==> config.mk <==
export PLATFORM = sky130hd
export DESIGN_NAME = ocd_decoder
export DESIGN_NICKNAME = d
export VERILOG_FILES = /design/src/hdl/ocd_pkg.sv /design/src/hdl/ocd_decoder.sv
export SDC_FILE = /design/constraint.sdc
export NUM_CORES = 1
export LEC_CHECK = 0
export BUFFER_PORTS_ARGS = -buffer_cell sky130_fd_sc_hd__buf_2
export CAP_MARGIN = 40
export CORE_MARGIN = 3
export CORE_UTILIZATION = 53
export DETAILED_ROUTE_END_ITERATION = 10
export HOLD_SLACK_MARGIN = 0.1
export PLACE_DENSITY = 0.93
export SYNTH_ARGS = -nofsm -noshare
export SYNTH_HDL_FRONTEND = slang
export SYNTH_SLANG_ARGS = --single-unit
==> constraint.sdc <==
create_clock -name core_clk -period 2.4 [get_ports core_clk]
set_input_delay 0.48 -clock core_clk [delete_from_list [all_inputs] [get_ports core_clk]]
set_output_delay 0.48 -clock core_clk [all_outputs]
set_load 0.02 [all_outputs]
==> src/hdl/ocd_pkg.sv <==
// Purpose: Constants and types for the opcode decode and cycle table
// Assumes: One-byte opcodes arrive on the core clock
// Notes:   Cycle counts are processor clock states per instruction
//
// Behaviour
// [RULE_01] 01 dest src with no memory field copies a register in 5 cycles.
// [RULE_02] 01110 src stores a register to memory at H and L in 7 cycles.
// [RULE_03] 01 dest 110 loads a register from memory at H and L in 7 cycles.
// [RULE_04] Add 10000 src and add with carry 10001 src take 4 cycles.
// [RULE_05] Subtract 10010 src and with borrow 10011 src take 4 cycles.
// [RULE_06] AND 10100 src, XOR 10101 src and OR 10110 src take 4 cycles.
// [RULE_07] Compare 10111 src sets only the flags and takes 4 cycles.
// [RULE_08] Add memory 10000110 and with carry 10001110 take 7 cycles.
// [RULE_09] Subtract memory 10010110 and with borrow 10011110 take 7 cycles.
// [RULE_10] Six conditional returns take 5 cycles, or 11 when taken.
// [RULE_11] Immediate loads of BC, DE, HL and SP take 10 cycles.
// [RULE_12] Pushes of BC, DE and HL onto the stack take 11 cycles.
// [RULE_13] Fields: B 000 C 001 D 010 E 011 H 100 L 101 A 111, 110 is memory.
// [RULE_14] Every decoded opcode carries its cycle count to the sequencer.
package ocd_pkg;

    typedef enum logic [4:0] {
        OCD_NONE, OCD_COPY_OP, OCD_STORE_MEM, OCD_LOAD_MEM,
        OCD_ADD, OCD_ADD_CARRY, OCD_SUB, OCD_MINUS_BORROW_OP,
        OCD_AND_ACC_OP, OCD_XOR_ACC_OP, OCD_OR_ACC_OP,
        OCD_COMPARE_ACC_OP, OCD_RET_COND, OCD_LOAD_PAIR_IMMEDIATE,
        OCD_PUSH_PAIR
    } ocd_op_type;

    typedef enum logic [2:0] {
        OCD_RET_IF_NONZERO, OCD_RET_IF_ZERO, OCD_RET_IF_ODD_PARITY,
        OCD_RET_IF_EVEN_PARITY, OCD_RET_IF_PLUS, OCD_RET_IF_NEGATIVE
    } ocd_cond_type;

    localparam logic [2:0] OCD_REG_B   = 3'h0;
    localparam logic [2:0] OCD_REG_C   = 3'h1;
    localparam logic [2:0] OCD_REG_D   = 3'h2;
    localparam logic [2:0] OCD_REG_E   = 3'h3;
    localparam logic [2:0] OCD_REG_H   = 3'h4;
    localparam logic [2:0] OCD_REG_L   = 3'h5;
    localparam logic [2:0] OCD_REG_MEM = 3'h6;
    localparam logic [2:0] OCD_REG_A   = 3'h7;

    localparam logic [1:0] OCD_PAIR_BC = 2'h0;
    localparam logic [1:0] OCD_PAIR_DE = 2'h1;
    localparam logic [1:0] OCD_PAIR_HL = 2'h2;
    localparam logic [1:0] OCD_PAIR_SP = 2'h3;

    localparam logic [7:0] OCD_OPC_RET_ZERO    = 8'hC8;
    localparam logic [7:0] OCD_OPC_RET_NONZERO = 8'hC0;
    localparam logic [7:0] OCD_OPC_RET_PLUS    = 8'hF0;
    localparam logic [7:0] OCD_OPC_RET_NEG     = 8'hF8;
    localparam logic [7:0] OCD_OPC_RET_EVEN    = 8'hE8;
    localparam logic [7:0] OCD_OPC_RET_ODD     = 8'hE0;
    localparam logic [7:0] OCD_OPC_LDBC        = 8'h01;
    localparam logic [7:0] OCD_OPC_LDDE        = 8'h11;
    localparam logic [7:0] OCD_OPC_LDHL        = 8'h21;
    localparam logic [7:0] OCD_OPC_LDSP        = 8'h31;
    localparam logic [7:0] OCD_OPC_PSBC        = 8'hC5;
    localparam logic [7:0] OCD_OPC_PSDE        = 8'hD5;
    localparam logic [7:0] OCD_OPC_PSHL        = 8'hE5;

    localparam logic [4:0] OCD_CYC_ALU_REG = 5'h04;
    localparam logic [4:0] OCD_CYC_COPY    = 5'h05;
    localparam logic [4:0] OCD_CYC_MEM     = 5'h07;
    localparam logic [4:0] OCD_CYC_LDPAIR  = 5'h0A;
    localparam logic [4:0] OCD_CYC_PUSH    = 5'h0B;
    localparam logic [4:0] OCD_CYC_RET_NOT = 5'h05;
    localparam logic [4:0] OCD_CYC_RET_TAK = 5'h0B;

endpackage

==> src/hdl/ocd_decoder.sv <==
// Purpose: Registered one-byte opcode decoder with cycle counts
// Assumes: Opcode byte and strobe come from same-clock fetch logic
// Notes:   Results appear one clock after the strobe
`timescale 1ns/1ps
module ocd_decoder
    import ocd_pkg::*;
(
    input  wire logic         core_clk,
    input  wire logic         reset_n,
    input  wire logic         opValid,
    input  wire logic [7:0]   opcode,
    output ocd_op_type        opClass,
    output logic              decValid,
    output logic              decKnown,
    output logic [2:0]        destField,
    output logic [2:0]        srcField,
    output logic [1:0]        pairSel,
    output ocd_cond_type      retCond,
    output logic [4:0]        cycleCount,
    output logic [4:0]        cycleCountTaken
);

    // Decode results ahead of the output stage
    ocd_op_type   next_opClass;
    ocd_cond_type next_retCond;
    logic [1:0]   next_pairSel;
    logic [2:0]   next_destField;
    logic [2:0]   next_srcField;
    logic [4:0]   next_cycles;
    logic [4:0]   next_cyclesTaken;
    logic         next_decKnown;
    logic         destIsMem;
    logic         srcIsMem;

    // Operand fields of the byte
    always_comb begin
        next_destField = opcode[5:3]; // [RULE_13]
        next_srcField  = opcode[2:0]; // [RULE_13]
        next_pairSel   = opcode[5:4];
        destIsMem      = (opcode[5:3] == OCD_REG_MEM); // [RULE_13]
        srcIsMem       = (opcode[2:0] == OCD_REG_MEM); // [RULE_13]
    end

    // Operation class
    always_comb begin
        next_opClass = OCD_NONE;
        case (opcode[7:6])
            2'h1: begin
                if (destIsMem && srcIsMem) begin
                    // Halt pattern stays undecoded
                    next_opClass = OCD_NONE;
                end else if (destIsMem) begin
                    next_opClass = OCD_STORE_MEM; // [RULE_02]
                end else if (srcIsMem) begin
                    next_opClass = OCD_LOAD_MEM; // [RULE_03]
                end else begin
                    next_opClass = OCD_COPY_OP; // [RULE_01]
                end
            end
            2'h2: begin
                case (opcode[5:3])
                    3'h0: next_opClass = OCD_ADD; // [RULE_04]
                    3'h1: next_opClass = OCD_ADD_CARRY; // [RULE_04]
                    3'h2: next_opClass = OCD_SUB; // [RULE_05]
                    3'h3: next_opClass = OCD_MINUS_BORROW_OP; // [RULE_05]
                    3'h4: next_opClass = OCD_AND_ACC_OP; // [RULE_06]
                    3'h5: next_opClass = OCD_XOR_ACC_OP; // [RULE_06]
                    3'h6: next_opClass = OCD_OR_ACC_OP; // [RULE_06]
                    default: next_opClass = OCD_COMPARE_ACC_OP; // [RULE_07]
                endcase
            end
            default: begin
                case (opcode)
                    OCD_OPC_RET_ZERO, OCD_OPC_RET_NONZERO,
                    OCD_OPC_RET_PLUS, OCD_OPC_RET_NEG,
                    OCD_OPC_RET_EVEN, OCD_OPC_RET_ODD: begin
                        next_opClass = OCD_RET_COND; // [RULE_10]
                    end
                    OCD_OPC_LDBC, OCD_OPC_LDDE, OCD_OPC_LDHL,
                    OCD_OPC_LDSP: begin
                        next_opClass = OCD_LOAD_PAIR_IMMEDIATE; // [RULE_11]
                    end
                    OCD_OPC_PSBC, OCD_OPC_PSDE, OCD_OPC_PSHL: begin
                        next_opClass = OCD_PUSH_PAIR; // [RULE_12]
                    end
                    default: begin
                        next_opClass = OCD_NONE;
                    end
                endcase
            end
        endcase
    end

    always_comb begin
        next_decKnown = (next_opClass != OCD_NONE);
    end

    // Cycle counts follow the class
    always_comb begin
        next_cycles      = 5'h00;
        next_cyclesTaken = 5'h00;
        case (next_opClass)
            OCD_COPY_OP: begin
                next_cycles = OCD_CYC_COPY; // [RULE_01]
            end
            OCD_STORE_MEM, OCD_LOAD_MEM: begin
                next_cycles = OCD_CYC_MEM; // [RULE_02] [RULE_03]
            end
            OCD_ADD, OCD_ADD_CARRY, OCD_SUB, OCD_MINUS_BORROW_OP,
            OCD_AND_ACC_OP, OCD_XOR_ACC_OP, OCD_OR_ACC_OP,
            OCD_COMPARE_ACC_OP: begin
                // Memory source costs the extra read
                if (srcIsMem) begin
                    next_cycles = OCD_CYC_MEM; // [RULE_08] [RULE_09]
                end else begin
                    next_cycles = OCD_CYC_ALU_REG; // [RULE_04] [RULE_05]
                end
            end
            OCD_RET_COND: begin
                next_cycles      = OCD_CYC_RET_NOT; // [RULE_10]
                next_cyclesTaken = OCD_CYC_RET_TAK; // [RULE_10]
            end
            OCD_LOAD_PAIR_IMMEDIATE: begin
                next_cycles = OCD_CYC_LDPAIR; // [RULE_11]
            end
            OCD_PUSH_PAIR: begin
                next_cycles = OCD_CYC_PUSH; // [RULE_12]
            end
            default: begin
                next_cycles = 5'h00;
            end
        endcase
        // Only returns differ between taken and not taken
        if (next_opClass != OCD_RET_COND) begin
            next_cyclesTaken = next_cycles;
        end
    end

    // Condition tested by a conditional return
    always_comb begin
        case (opcode)
            OCD_OPC_RET_ZERO: begin
                next_retCond = OCD_RET_IF_ZERO; // [RULE_10]
            end
            OCD_OPC_RET_PLUS: begin
                next_retCond = OCD_RET_IF_PLUS; // [RULE_10]
            end
            OCD_OPC_RET_NEG: begin
                next_retCond = OCD_RET_IF_NEGATIVE; // [RULE_10]
            end
            OCD_OPC_RET_EVEN: begin
                next_retCond = OCD_RET_IF_EVEN_PARITY; // [RULE_10]
            end
            OCD_OPC_RET_ODD: begin
                next_retCond = OCD_RET_IF_ODD_PARITY; // [RULE_10]
            end
            default: begin
                next_retCond = OCD_RET_IF_NONZERO; // [RULE_10]
            end
        endcase
    end

    // Strobe follows every offered byte
    always_ff @(posedge core_clk or negedge reset_n) begin
        if (!reset_n) begin
            decValid <= 1'b0;
        end else begin
            decValid <= opValid;
        end
    end

    // Results hold until the next taken byte
    always_ff @(posedge core_clk or negedge reset_n) begin
        if (!reset_n) begin
            opClass <= OCD_NONE;
        end else if (opValid) begin
            opClass <= next_opClass;
        end
    end

    always_ff @(posedge core_clk or negedge reset_n) begin
        if (!reset_n) begin
            decKnown <= 1'b0;
        end else if (opValid) begin
            decKnown <= next_decKnown;
        end
    end

    always_ff @(posedge core_clk or negedge reset_n) begin
        if (!reset_n) begin
            destField <= OCD_REG_B;
        end else if (opValid) begin
            destField <= next_destField; // [RULE_13]
        end
    end

    always_ff @(posedge core_clk or negedge reset_n) begin
        if (!reset_n) begin
            srcField <= OCD_REG_B;
        end else if (opValid) begin
            srcField <= next_srcField; // [RULE_13]
        end
    end

    always_ff @(posedge core_clk or negedge reset_n) begin
        if (!reset_n) begin
            pairSel <= OCD_PAIR_BC;
        end else if (opValid) begin
            pairSel <= next_pairSel; // [RULE_11] [RULE_12]
        end
    end

    always_ff @(posedge core_clk or negedge reset_n) begin
        if (!reset_n) begin
            retCond <= OCD_RET_IF_NONZERO;
        end else if (opValid) begin
            retCond <= next_retCond; // [RULE_10]
        end
    end

    // Counts go to the timing sequencer
    always_ff @(posedge core_clk or negedge reset_n) begin
        if (!reset_n) begin
            cycleCount <= 5'h00;
        end else if (opValid) begin
            cycleCount <= next_cycles; // [RULE_14]
        end
    end

    always_ff @(posedge core_clk or negedge reset_n) begin
        if (!reset_n) begin
            cycleCountTaken <= 5'h00;
        end else if (opValid) begin
            cycleCountTaken <= next_cyclesTaken; // [RULE_14]
        end
    end

endmodule

# ---- Word-level counts from Yosys, hierarchy flattened
# Cells that the tools add are included.
dict set report classes {
  n_eq_ne 37
  mux 11
  reduce_logical 9
}
# op count
set ops {}
lappend ops {{8-bit == test, second input constant} 9}
lappend ops {{5-bit by 4-bit == test with 1-bit output, second input constant} 7}
lappend ops {{4-bit one-hot mux with 7 select lines} 1}
lappend ops {{5-bit by 3-bit == test with 1-bit output, second input constant} 4}
lappend ops {{4-bit one-hot mux with 5 select lines} 1}
lappend ops {{8-bit by 6-bit == test with 1-bit output, second input constant} 2}
lappend ops {{5-bit two-way mux} 3}
lappend ops {{3-bit one-hot mux with 5 select lines} 1}
lappend ops {{3-bit == test, second input constant} 4}
lappend ops {{4-bit one-hot mux with 3 select lines} 1}
lappend ops {{5-bit by 2-bit == test with 1-bit output, second input constant} 2}
lappend ops {{5-bit one-hot mux with 2 select lines} 1}
lappend ops {{8-bit by 1-bit == test with 1-bit output, second input constant} 1}
lappend ops {{8-bit by 5-bit == test with 1-bit output, second input constant} 1}
lappend ops {{8-bit OR reduction} 1}
lappend ops {{3-bit by 2-bit == test with 1-bit output, second input constant} 2}
lappend ops {{6-bit OR reduction} 1}
lappend ops {{5-bit by 1-bit == test with 1-bit output, second input constant} 1}
lappend ops {{5-bit by 4-bit inequality test with 1-bit output, second input constant} 1}
lappend ops {{5-bit nonzero test} 1}
lappend ops {{2-bit two-way mux} 2}
lappend ops {{4-bit two-way mux} 1}
lappend ops {{2-bit OR reduction} 2}
lappend ops {{4-bit OR reduction} 1}
lappend ops {{6 further kinds} 6}
dict set report word_totals {
  ff_bits 28
  in_bits 11
  output_inout_bits 28
  word_cells 66
}

# ---- Depth between registers and ports, before layout
# Gate-level depths: netlist (run 1).
dict set report depth {
  ltp_word 9
  depth_mapped 8
  ltp_nobuf 7
}

# ---- Least setup slack after synthesis (run 1)
# OpenSTA, ideal clock, no wires.
dict set report synth_timing {
  path_kind {in2reg}
  from {input port opcode[6]}
  to {register cycleCountTaken[0]}
  setup_ns 0.135
  arrival_time_ns 1.857
  required_ns 2.265
  path_slack_ns 0.408
  stages 7
  n_path_buf 1
  cell_sequence {inv_1 > ha_1 > buf_4 > a32oi_1 > o2111ai_2 > a2111oi_2 > nor3_1}
}
dict set report synth_via {
  elab_chain_cells 8
  word_cells_on_any_way 41
  classes_between {30 x eq/ne; 5 x mux; 6 x reduce/logical}
}
# item line
set synth_rtl {}
lappend synth_rtl {{from (decl)} ocd_decoder.sv:11} ;# input wire logic [7:0] opcode,
lappend synth_rtl {{8-bit == test (tied with other cells)} ocd_decoder.sv:73} ;# case (opcode)
lappend synth_rtl {{6-bit OR reduction (tied with other cells)} ocd_decoder.sv:73}
lappend synth_rtl {{4-bit one-hot mux with 3 select lines} ocd_decoder.sv:73}
lappend synth_rtl {{5-bit one-hot mux with 2 select lines *} ocd_decoder.sv:47} ;# case (opcode[7:6])
lappend synth_rtl {{5-bit by 3-bit == test with 1-bit output (tied with other cells)} ocd_decoder.sv:102} ;# case (next_opClass)
lappend synth_rtl {{8-bit OR reduction (tied with other cells)} ocd_decoder.sv:102}
lappend synth_rtl {{4-bit one-hot mux with 5 select lines} ocd_decoder.sv:102}
lappend synth_rtl {{5-bit two-way mux *} ocd_decoder.sv:134} ;# if (next_opClass != OCD_RET_COND) begin
lappend synth_rtl {{to (signal assigned)} ocd_decoder.sv:234} ;# cycleCountTaken <= next_cyclesTaken;
lappend synth_rtl {{to (decl)} ocd_decoder.sv:20} ;# output logic [4:0] cycleCountTaken
# Mark *: on every way between the ends. The rest lies on a longest branch, timed or not.
# A chain may end at the register's enable or synchronous reset.

# ---- Worst setup path after layout (run 1)
dict set report layout_timing {
  from {input port opcode[6]}
  to {register cycleCount[0]}
}
dict set report layout_via {
  elab_chain_cells 7
  word_cells_on_any_way 38
  classes_between {29 x eq/ne; 3 x mux; 6 x reduce/logical}
}
# item line
set layout_rtl {}
lappend layout_rtl {{8-bit == test (tied with other cells)} ocd_decoder.sv:73}
lappend layout_rtl {{6-bit OR reduction (tied with other cells)} ocd_decoder.sv:73}
lappend layout_rtl {{4-bit one-hot mux with 3 select lines} ocd_decoder.sv:73}
lappend layout_rtl {{5-bit one-hot mux with 2 select lines *} ocd_decoder.sv:47}
lappend layout_rtl {{5-bit by 3-bit == test with 1-bit output (tied with other cells)} ocd_decoder.sv:102}
lappend layout_rtl {{8-bit OR reduction (tied with other cells)} ocd_decoder.sv:102}
lappend layout_rtl {{4-bit one-hot mux with 5 select lines *} ocd_decoder.sv:102}
lappend layout_rtl {{to (signal assigned)} ocd_decoder.sv:226} ;# cycleCount <= next_cycles;
lappend layout_rtl {{to (decl)} ocd_decoder.sv:19} ;# output logic [4:0] cycleCount,
# Marks and branches as above.

==> results of run 1 <==
-- final cells by class --
cell class | instances | area [um2]
fill | 189 | 638
sequential | 23 | 576
multi-input combinational | 80 | 551
timing repair buffer | 40 | 213
inverter | 12 | 45.0
tap | 27 | 33.8
clock buffer | 4 | 26.3
-- path summary, 6_finish.rpt --
| kind | start | to | slack [ns] | cells after the start |
|---|---|---|---|---|
| min in group core_clk | opValid | decValid | 0.44 | 1 |
| min | reset_n | srcField[2] | 0.12 | 1 |
| max reg2reg | retCond[1] | retCond[1] | 1.59 | 2 |
| max in group asynchronous | reset_n | destField[2] | 1.93 | 1 |
| max | opcode[6] | cycleCount[0] | 0.49 | 8 |
| min reg2reg | opClass[1] | opClass[1] | 0.51 | 1 |
-- cells in the final DEF, fill, tap and decap left out, types with 2 or more instances in the layout --
cell type,netlist,final
buf_2,0,35
dfrtp_1,23,23
inv_1,12,12
nor2_1,10,10
o21ai_0,7,7
nand3_1,6,6
mux2_2,6,6
nand2_1,5,5
a21oi_1,5,5
buf_4,6,5
ha_1,4,4
a31oi_1,3,3
conb_1,1,3
clkbuf_4,0,3
nand3b_1,2,2
o21a_1,2,2
nor3b_1,2,2
o211ai_1,2,2
o22ai_1,2,2
nor3_1,2,2
-- power groups by stage --
stage | Sequential [mW] | Clock (mW) | Combinational [mW]
floorplan | 0.492 | 0 | 0.106
global placement | 0.444 | 0 | 0.220
detailed placement | 0.447 | 0 | 0.226
CTS | 0.440 | 0.185 | 0.227
global route | 0.443 | 0.188 | 0.245
finish | 0.440 | 0.177 | 0.225
-- registers in the layout, summed over array words and instances (netlist names) --
name             cells
opClass              4
srcField             3
decValid             1
cycleCount           4
destField            3
retCond              3
cycleCountTaken      4
decKnown             1
-- routing by layer --
| metal | global-route usage (%) | up-vias | share of wire (%) |
|---|---|---|---|
| met5 | 0 | - | 0 |
| met4 | 9.13 | 0 | 2.6 |
| met3 | 2.77 | 9 | 6.6 |
| met2 | 36.1 | 46 | 50 |
| met1 | 24.6 | 494 | 41 |
| li1 | - | 502 | - |
-- cell usage after synthesis --
cell,n
nor3_1,2
a32oi_1,1
nor2b_1,1
and2_2,1
a31oi_1,3
conb_1,1
a21oi_1,5
buf_4,6
mux2_2,6
o2111ai_1,1
nor4_1,1
nand2_1,5
or2_2,1
mux2i_1,1
a2bb2oi_1,1
nor3b_1,2
o21ai_0,7
nand2b_1,1
a21o_1,1
xnor2_1,1
o2111ai_2,1
o211ai_1,2
nand3_1,6
dfrtp_1,23
or3b_4,1
nor2_1,10
clkbuf_1,3
ha_1,4
inv_1,12
nand3b_1,2
a41o_1,1
buf_6,1
or4_4,1
nor4b_1,1
o21a_1,2
and4_1,1
a2111oi_2,1
o221ai_1,1
o22ai_1,2
-- cells by family after synthesis --
| kind of cell | count (synthesis) | synth area share, % |
|---|---|---|
| adders and majority gates | 4 | 4.07 |
| other | 1 | 0.305 |
| buffers and inverters | 22 | 9.15 |
| AOI/OAI and AO/OA | 29 | 16.6 |
| DFF | 23 | 46.7 |
| and+or+nand+nor | 36 | 16.2 |
| muxes | 7 | 6.30 |
| xor gates and xnor gates | 1 | 0.712 |
==> impl_metrics.yaml, run 1 <==
logic_synthesis:
  netlist_area_um2: 1230
  synth.area.top_cells: "dfrtp_1, mux2_2, ha_1"
  syn_avg_cell_area_um2: 10.0
  synth_top_area_share_pct: 46.7
  ys_seq_elements: 23
  synth_cell_types: 39
  yosysTopAreaCell: "dfrtp_1"
  synth_warnings: 0
  ys_seq_area_share_pct: 46.7
  postSynthCellCount: 123
die:
  die_area_um2: 2940
  core_um2: 2080
  ios: 39
  die_width_um: 54.2
  placementRows: 16
  start_util_pct: 59.1
  die_y_um: 54.2
grt:
  grt_use_total_pct: 20.5
  grt_pass1_vias: 1009
  antenna_found_initial: 0
  grt_pass1_wl_mm: 4.35
  grt-ovfl-total: 0
  grt_max_degree: 24
power_and_ir_drop:
  seqPwrFrac_pct: 52.2
  finalPower_mw: 0.842
  p_comb_share_pct: 26.7
  p_int_mw: 0.566
  p_sw_share_pct: 32.8
  vdd_drop_max_mv: 0.422
  power_density_nw_per_um2: 583
  clkPwrFrac_pct: 21.1
  leakage_nw: 0.714
  p_sw_mw: 0.276
sta:
  fmax_mhz: 524
  finalClockSkew_ns: 0
  slew_viol_final: 0
  post-route-min-period_ns: 1.91
  hold_viol: 0
  holdWs_ns: 0.122
  setup_slack_ns: 0.491
  tightest_slew_ns: 0.498
  tns_ns: 0
  relSlewSlack_pct: 66.4
  setup_viol: 0
  final.period_utilization_pct: 79.6
  rsz0062_at_grt: "no"
place:
  hpwl_mm: 2.10
  gp_congestion: 0.990
  place_area_um2: 1420
  place_ws_ns: 0.173
  portBuffers: 35
  placedCellCount: 182
clocking:
  cts-root-buf: "clkbuf_4"
  clk_latency_ns: 0.31
  clock_sinks: 23
  clkTransAtPathRegs_ns: 0.12
  cts_htree_levels: 1
  cts_resized: 0
  hold_buffers: 0
  post_cts_buffers: 0
  cts_tree: "done"
  numCtsBuffers: 3
  clockBufferDepth: 2
worst_setup_path:
  crit_family: "simple AND/OR/NAND/NOR gates"
  critical_path_arrival_ns: 2.14
  crit_path_start_kind: "input port"
  critPathSlowestCell: "nor4_1"
  cp-end-kind: "register"
  path_cells: "buf_2 > inv_1 > ha_1 > buf_4 > nor4_1 > nor2_1 > and4_1 > nor3_1"
  crit_type: "in -> reg"
  crit_path_max_incr_delay_ns: 0.45
  cp_max_fo: 10
  crit_buf_inv: 3
  crit_required_ns: 2.63
drt:
  wl_mm: 2.77
  drt_iter0_markers: 18
  vias: 1051
  antenna_left: 0
  viasPerCell: 5.65
  drc: 0
  wl_per_cell_um: 14.9
  first_pass_iters: 4
status:
  status: "completed"
final_layout:
  design_area_um2: 1440
  layout.nets: 175
  diodes: 0
  syn_to_final_growth_pct: 17.3
  post-route-util_pct: 69.4
  layoutNonFillerInstCount: 186
  layout-drive-gt1-share_pct: 34.6
worst_hold_path:
  worstHoldPathType: "in -> async"
run:
  maxCapViolCount: 0
Power figures use the tool's default switching activity.
==> inputs of run 2 (changes only) <==
Settings changed: ABC_AREA from default to 1, CORE_UTILIZATION 53 to 50, PLACE_DENSITY 0.93 to 0.88.
Clock period 2.4 ns to 1.9 ns, I/O delays scaled along.
==> run 2 against run 1 <==
Via count rose by 14%. Largest cell class is now multi-input combinational cells. Clock power up 23%. Critical path depth increased by 2. Non-clock buffer count shrank 2. Utilization decreased by 4.6 points. Area after synthesis increased by 6.2%. Count of clock-buffer cells in the layout fell by 1. Sequential share of layout area down 1.8 points. Hold slack better by 0.22 ns. Clock skew unchanged. First-iteration DRC count grew to 2.5 times the previous value.
==> impl_metrics.yaml, run 2 <==
drt:
  wl_mm: 2.74
  wl_per_cell_um: 11.7
  drt_iter0_markers: 45
  vias: 1199
  first_pass_iters: 4
  antenna_left: 0
  viasPerCell: 5.12
  drc: 0
worst_setup_path:
  critical_path_arrival_ns: 1.74
  path_cells: "buf_2 > inv_1 > ha_1 > buf_4 > o21ai_1 > a21oi_1 > nand2_2 > nand3_2 > o21ai_2 > nand2_1"
  critPathSlowestCell: "ha_1"
  crit_type: "in -> reg"
  crit_required_ns: 2.11
  reg2reg_slack_ns: 1.19
  crit_path_start_kind: "input port"
  setup.worst_path.start: "opcode[6]"
  crit_path_max_incr_delay_ns: 0.32
  r2r_start: "cycleCountTaken[1]"
  cp_max_fo: 5
  cp-end-kind: "register"
clocking:
  cts_htree_levels: 1
  clockBufferDepth: 2
  post_cts_buffers: 0
  cts-root-buf: "clkbuf_4"
  cts_tree: "done"
  clk_latency_ns: 0.31
  clock_sinks: 23
  numCtsBuffers: 3
  clkTransAtPathRegs_ns: 0.12
logic_synthesis:
  synth_cell_types: 25
  ys_seq_area_share_pct: 44.0
  yosysTopAreaCell: "dfrtp_1"
  postSynthCellCount: 172
  synth_common_cells: "nand2_1, dfrtp_1, nor2_1"
  syn_avg_cell_area_um2: 7.60
  yosys.cell_count.top_type: "nand2_1"
  ys.flop_type: "dfrtp_1"
  synth-edff-count: 0
  ys_seq_elements: 23
  async_flop_share_pct: 100
  synth_top_area_share_pct: 44.0
  synth_warnings: 0
  synth.area.top_cells: "dfrtp_1, nand2_1, nor2_1"
  netlist_area_um2: 1310
grt:
  grt_max_degree: 26
  grt_pass1_vias: 1052
  grt_use_total_pct: 17.7
  antenna_found_initial: 0
  grt-ovfl-total: 0
  grt_pass1_wl_mm: 4.58
sta:
  final.period_utilization_pct: 80.7
  slew_viol_final: 0
  fmax_mhz: 652
  holdWs_ns: 0.338
  post-route-min-period_ns: 1.53
  rsz0062_at_grt: "no"
  hold_viol: 0
  setup_slack_ns: 0.366
  setup_viol: 0
  finalClockSkew_ns: 0
  tns_ns: 0
place:
  gp_congestion: 0.853
  place_area_um2: 1480
  hpwl_mm: 2.21
  portBuffers: 35
  place_ws_ns: 0.0392
power_and_ir_drop:
  leakage_nw: 0.825
  finalPower_mw: 1.11
  power_density_nw_per_um2: 730
  vdd_drop_max_mv: 0.542
worst_hold_path:
  hp-start: "opValid"
  worstHoldPathType: "in -> reg"
die:
  die_y_um: 57.1
  core_um2: 2340
  placementRows: 17
  die_area_um2: 3260
  die_width_um: 57.1
  ios: 39
  start_util_pct: 55.9
final_layout:
  layout_common_cells: "nand2_1, buf_2, dfrtp_1"
  syn_to_final_growth_pct: 15.8
  reg_top3: "cycleCountTaken x4, cycleCount x4, opClass x4"
  layout-drive-gt1-share_pct: 27.7
  layout.nets: 222
  final_common_cell: "nand2_1"
  design_area_um2: 1510
  diodes: 0
  fillCellCount: 224
run:
  maxCapViolCount: 0
status:
  status: "completed"
## run 2: changes by cell type in the layout (fill, tap and decap cells not counted), moves of 4 or more
cell | before | now
nand2_2 | 0 | 4
inv_1 | 12 | 8
mux2_2 | 6 | 0
nand2_1 | 5 | 50
nand3_1 | 6 | 12
nor2_1 | 10 | 21
inv_2 | 0 | 5
## run 2: layer usage
metal	track usage, %	vias up	wire [um]
met2	27.1	56	1240
met4	6.95	0	42
met1	24.9	522	1220
li1	-	616	-
met3	3.17	5	232
met5	0	-	0
## run 2: cells by family after synthesis
logic type | Yosys count | synth area share, %
adders and majority gates | 4 | 3.83
and+or+nand+nor | 96 | 32.2
AOI/OAI and AO/OA | 24 | 10.7
DFF | 23 | 44.0
buffers and inverters | 24 | 8.90
other | 1 | 0.287
## run 2: layout make-up
type	instances	area, um2	area share (%)
Multi-Input combinational cell	127	623	41.2
Clock buffer	3	22.5	1.49
Timing Repair Buffer	38	200	13.2
Clock inverter	1	5.00	0.331
Tap cell	28	35.0	2.31
Sequential cell	23	576	38.0
Inverter	14	52.6	3.47
## run 2: path summary, 6_finish.rpt
path / end / cells past startpoint
worst max-delay path: cycleCountTaken[0] / 10
worst min-delay path: decValid / 1
worst max register to register: cycleCountTaken[1] / 2
worst min register to register: srcField[2] / 2
max in group asynchronous: opClass[3] / 2
min in group asynchronous: srcField[0] / 2
## run 2: critical path, delay by kind of cell
kind	cells	cell delay, ns
buf+inv	3	0.32
simple gates	3	0.24
fa+ha+maj	1	0.32
compound gates	3	0.49
## run 2: metrics by stage
stage	util, %	cells
after floorplan	-	174
after global routing	64.7	234
after global placement	63.1	229
after CTS	64.7	234
after detailed placement	63.1	229
final	64.7	234
## run 2: what timing repair did
item,4_1_cts,5_1_grt
resized for setup,0,0
hold buffers,1,0
endpoints found under the hold margin,23,0
## run 2: report_power, final
group / leakage, nW / internal [mW] / switching, mW
Sequential: 0.289 / 0.540 / 0.0243
Combinational: 0.518 / 0.102 / 0.222
Clock: 0.0177 / 0.0787 / 0.138
Total: 0.825 / 0.721 / 0.385
==> inputs of run 3 (changes only) <==
Clock period 1.9 ns to 1.5 ns, I/O delays scaled along.
==> run 3 against run 2 <==
Routed wire length up 16%. First-iteration DRC count grew 40%. Utilization rose by 8.7 points. Clock skew is the same. Sequential power rose by 27%. Hold slack got worse by 0.030 ns. Sequential cell count unchanged. Critical endpoint is now cycleCountTaken[2]. Largest cell class unchanged. Highest routed layer unchanged. Combinational power increased by 52%.
==> impl_metrics.yaml, run 3 (same netlist as run 2, synthesis figures left out) <==
drt:
  antenna_left: 0
  viasPerCell: 5.16
  drc: 0
  wl_mm: 3.17
  first_pass_iters: 4
  vias: 1316
  wl_per_cell_um: 12.4
  drt_iter0_markers: 63
worst_hold_path:
  hp-start: "opcode[0]"
  hold_end: "srcField[0]"
  whs_path_depth: 3
  worstHoldPathType: "in -> reg"
clocking:
  clkTransAtPathRegs_ns: 0.12
  clock_sinks: 23
  cts_tree: "done"
  cts_htree_levels: 1
  clk_latency_ns: 0.31
  numCtsBuffers: 3
  cts-root-buf: "clkbuf_4"
  clockBufferDepth: 2
sta:
  final.period_utilization_pct: 96.5
  post-route-min-period_ns: 1.45
  finalClockSkew_ns: 0
  slew_viol_final: 0
  fmax_mhz: 691
  hold_viol: 0
  setup_viol: 0
die:
  die_y_um: 57.1
  die_width_um: 57.1
  start_util_pct: 55.9
  core_um2: 2340
  ios: 39
  placementRows: 17
  die_area_um2: 3260
grt:
  antenna_found_initial: 0
  grt_max_degree: 24
  grt_pass1_wl_mm: 5.20
  grt_pass1_vias: 1195
  grt-ovfl-total: 0
  grt_use_total_pct: 20.5
final_layout:
  layout.nets: 243
  syn_to_final_growth_pct: 31.4
  fillCellCount: 192
  layoutNonFillerInstCount: 255
  layout-drive-gt1-share_pct: 36.6
  layout_common_cells: "nand2_1, buf_2, buf_4"
  final_common_cell: "nand2_1"
  reg_top3: "cycleCountTaken x4, cycleCount x4, opClass x4"
  diodes: 0
  design_area_um2: 1720
worst_setup_path:
  reg2regPathDepth: 2
  cp_max_fo: 3
  crit_path_start_kind: "input port"
  critical_path_arrival_ns: 1.67
  r2r_end: "cycleCountTaken[1]"
  crit_required_ns: 1.72
  reg2reg_slack_ns: 0.78
  r2r_start: "cycleCountTaken[1]"
  crit_type: "in -> reg"
  cp-end-kind: "register"
place:
  place_area_um2: 1640
  placedCellCount: 249
  gp_congestion: 0.874
  portBuffers: 35
  hpwl_mm: 2.46
power_and_ir_drop:
  leakage_nw: 0.927
  vdd_drop_max_mv: 0.732
  power_density_nw_per_um2: 872
status:
  status: "completed"
run:
  maxCapViolCount: 0
==> run 3: cell count changes in the layout (fill, tap and decap cells not counted), moves of 2 or more <==
cell   previous run  this run
buf_4             2        24
inv_1             8         6
buf_2            35        33
ha_1              4         2
ha_4              0         2
==> run 3: layer usage <==
layer  GRT usage, %  up-vias  share of wire, %
li1               -      652                 -
met1           26.7      615                43
met2           32.6       44                50
met3           3.39        5               5.7
met4           10.6        0               1.7
met5              0        -                 0
==> run 3: power breakdown <==
part	internal, mW	total [mW]	switching (mW)
Combinational	0.188	0.495	0.307
Clock	0.104	0.284	0.180
Sequential	0.684	0.719	0.0350
==> run 3: repair_timing <==
item / CTS / global route
endpoints found under the hold margin: 23 / 0
hold buffers: 1 / 0
buffers inserted: 0 / 1
endpoints found under the setup margin: 0 / 6
gates resized for setup: 0 / 11
==> run 3: worst max-delay path by stage <==
stage / to / from / cells past startpoint / slack, ns
after detailed placement: cycleCount[2] / opcode[7] / 12 / -0.29
after CTS: cycleCount[2] / opcode[7] / 12 / 0.05
after global routing: cycleCountTaken[2] / opcode[7] / 13 / -0.07
final: cycleCountTaken[2] / opcode[7] / 13 / 0.05
after floorplan: cycleCountTaken[0] / opcode[6] / 11 / 0.01
after global placement: cycleCountTaken[2] / opcode[6] / 13 / -0.22
==> run 3: area by class of cell <==
| class | count | area (um2) | area share (%) |
|---|---|---|---|
| multi-input combinational | 127 | 659 | 38.4 |
| sequential | 23 | 576 | 33.5 |
| timing repair buffer | 59 | 367 | 21.3 |
| inverter | 14 | 55.1 | 3.20 |
| tap | 28 | 35.0 | 2.04 |
| clock buffer | 4 | 26.3 | 1.53 |
==> run 3: per-stage QoR <==
stage                     setup slack, ns  util, %  power, mW  TNS [ns]  hold slack (ns)
final                              0.0523     73.4       1.50         0            0.308
after global routing              -0.0701     73.4       1.59    -0.117            0.291
after CTS                          0.0518     71.6       1.48         0            0.296
after detailed placement           -0.288     70.1       1.20     -1.57            0.287
after global placement             -0.216     70.1       1.18     -1.18            0.284
after floorplan                    0.0102        -       1.01         0          0.00441
==> run 3: worst max-delay path: stages <==
cell     delay, ns
buf_4         0.12
inv_4         0.04
ha_4          0.27
inv_2         0.04
buf_4         0.13
nand2_4       0.07
nor2_1        0.04
nand2_1       0.08
o21ai_2       0.08
nand2_2       0.12
nand4_1       0.17
nand3_1       0.14
nand2_1       0.05
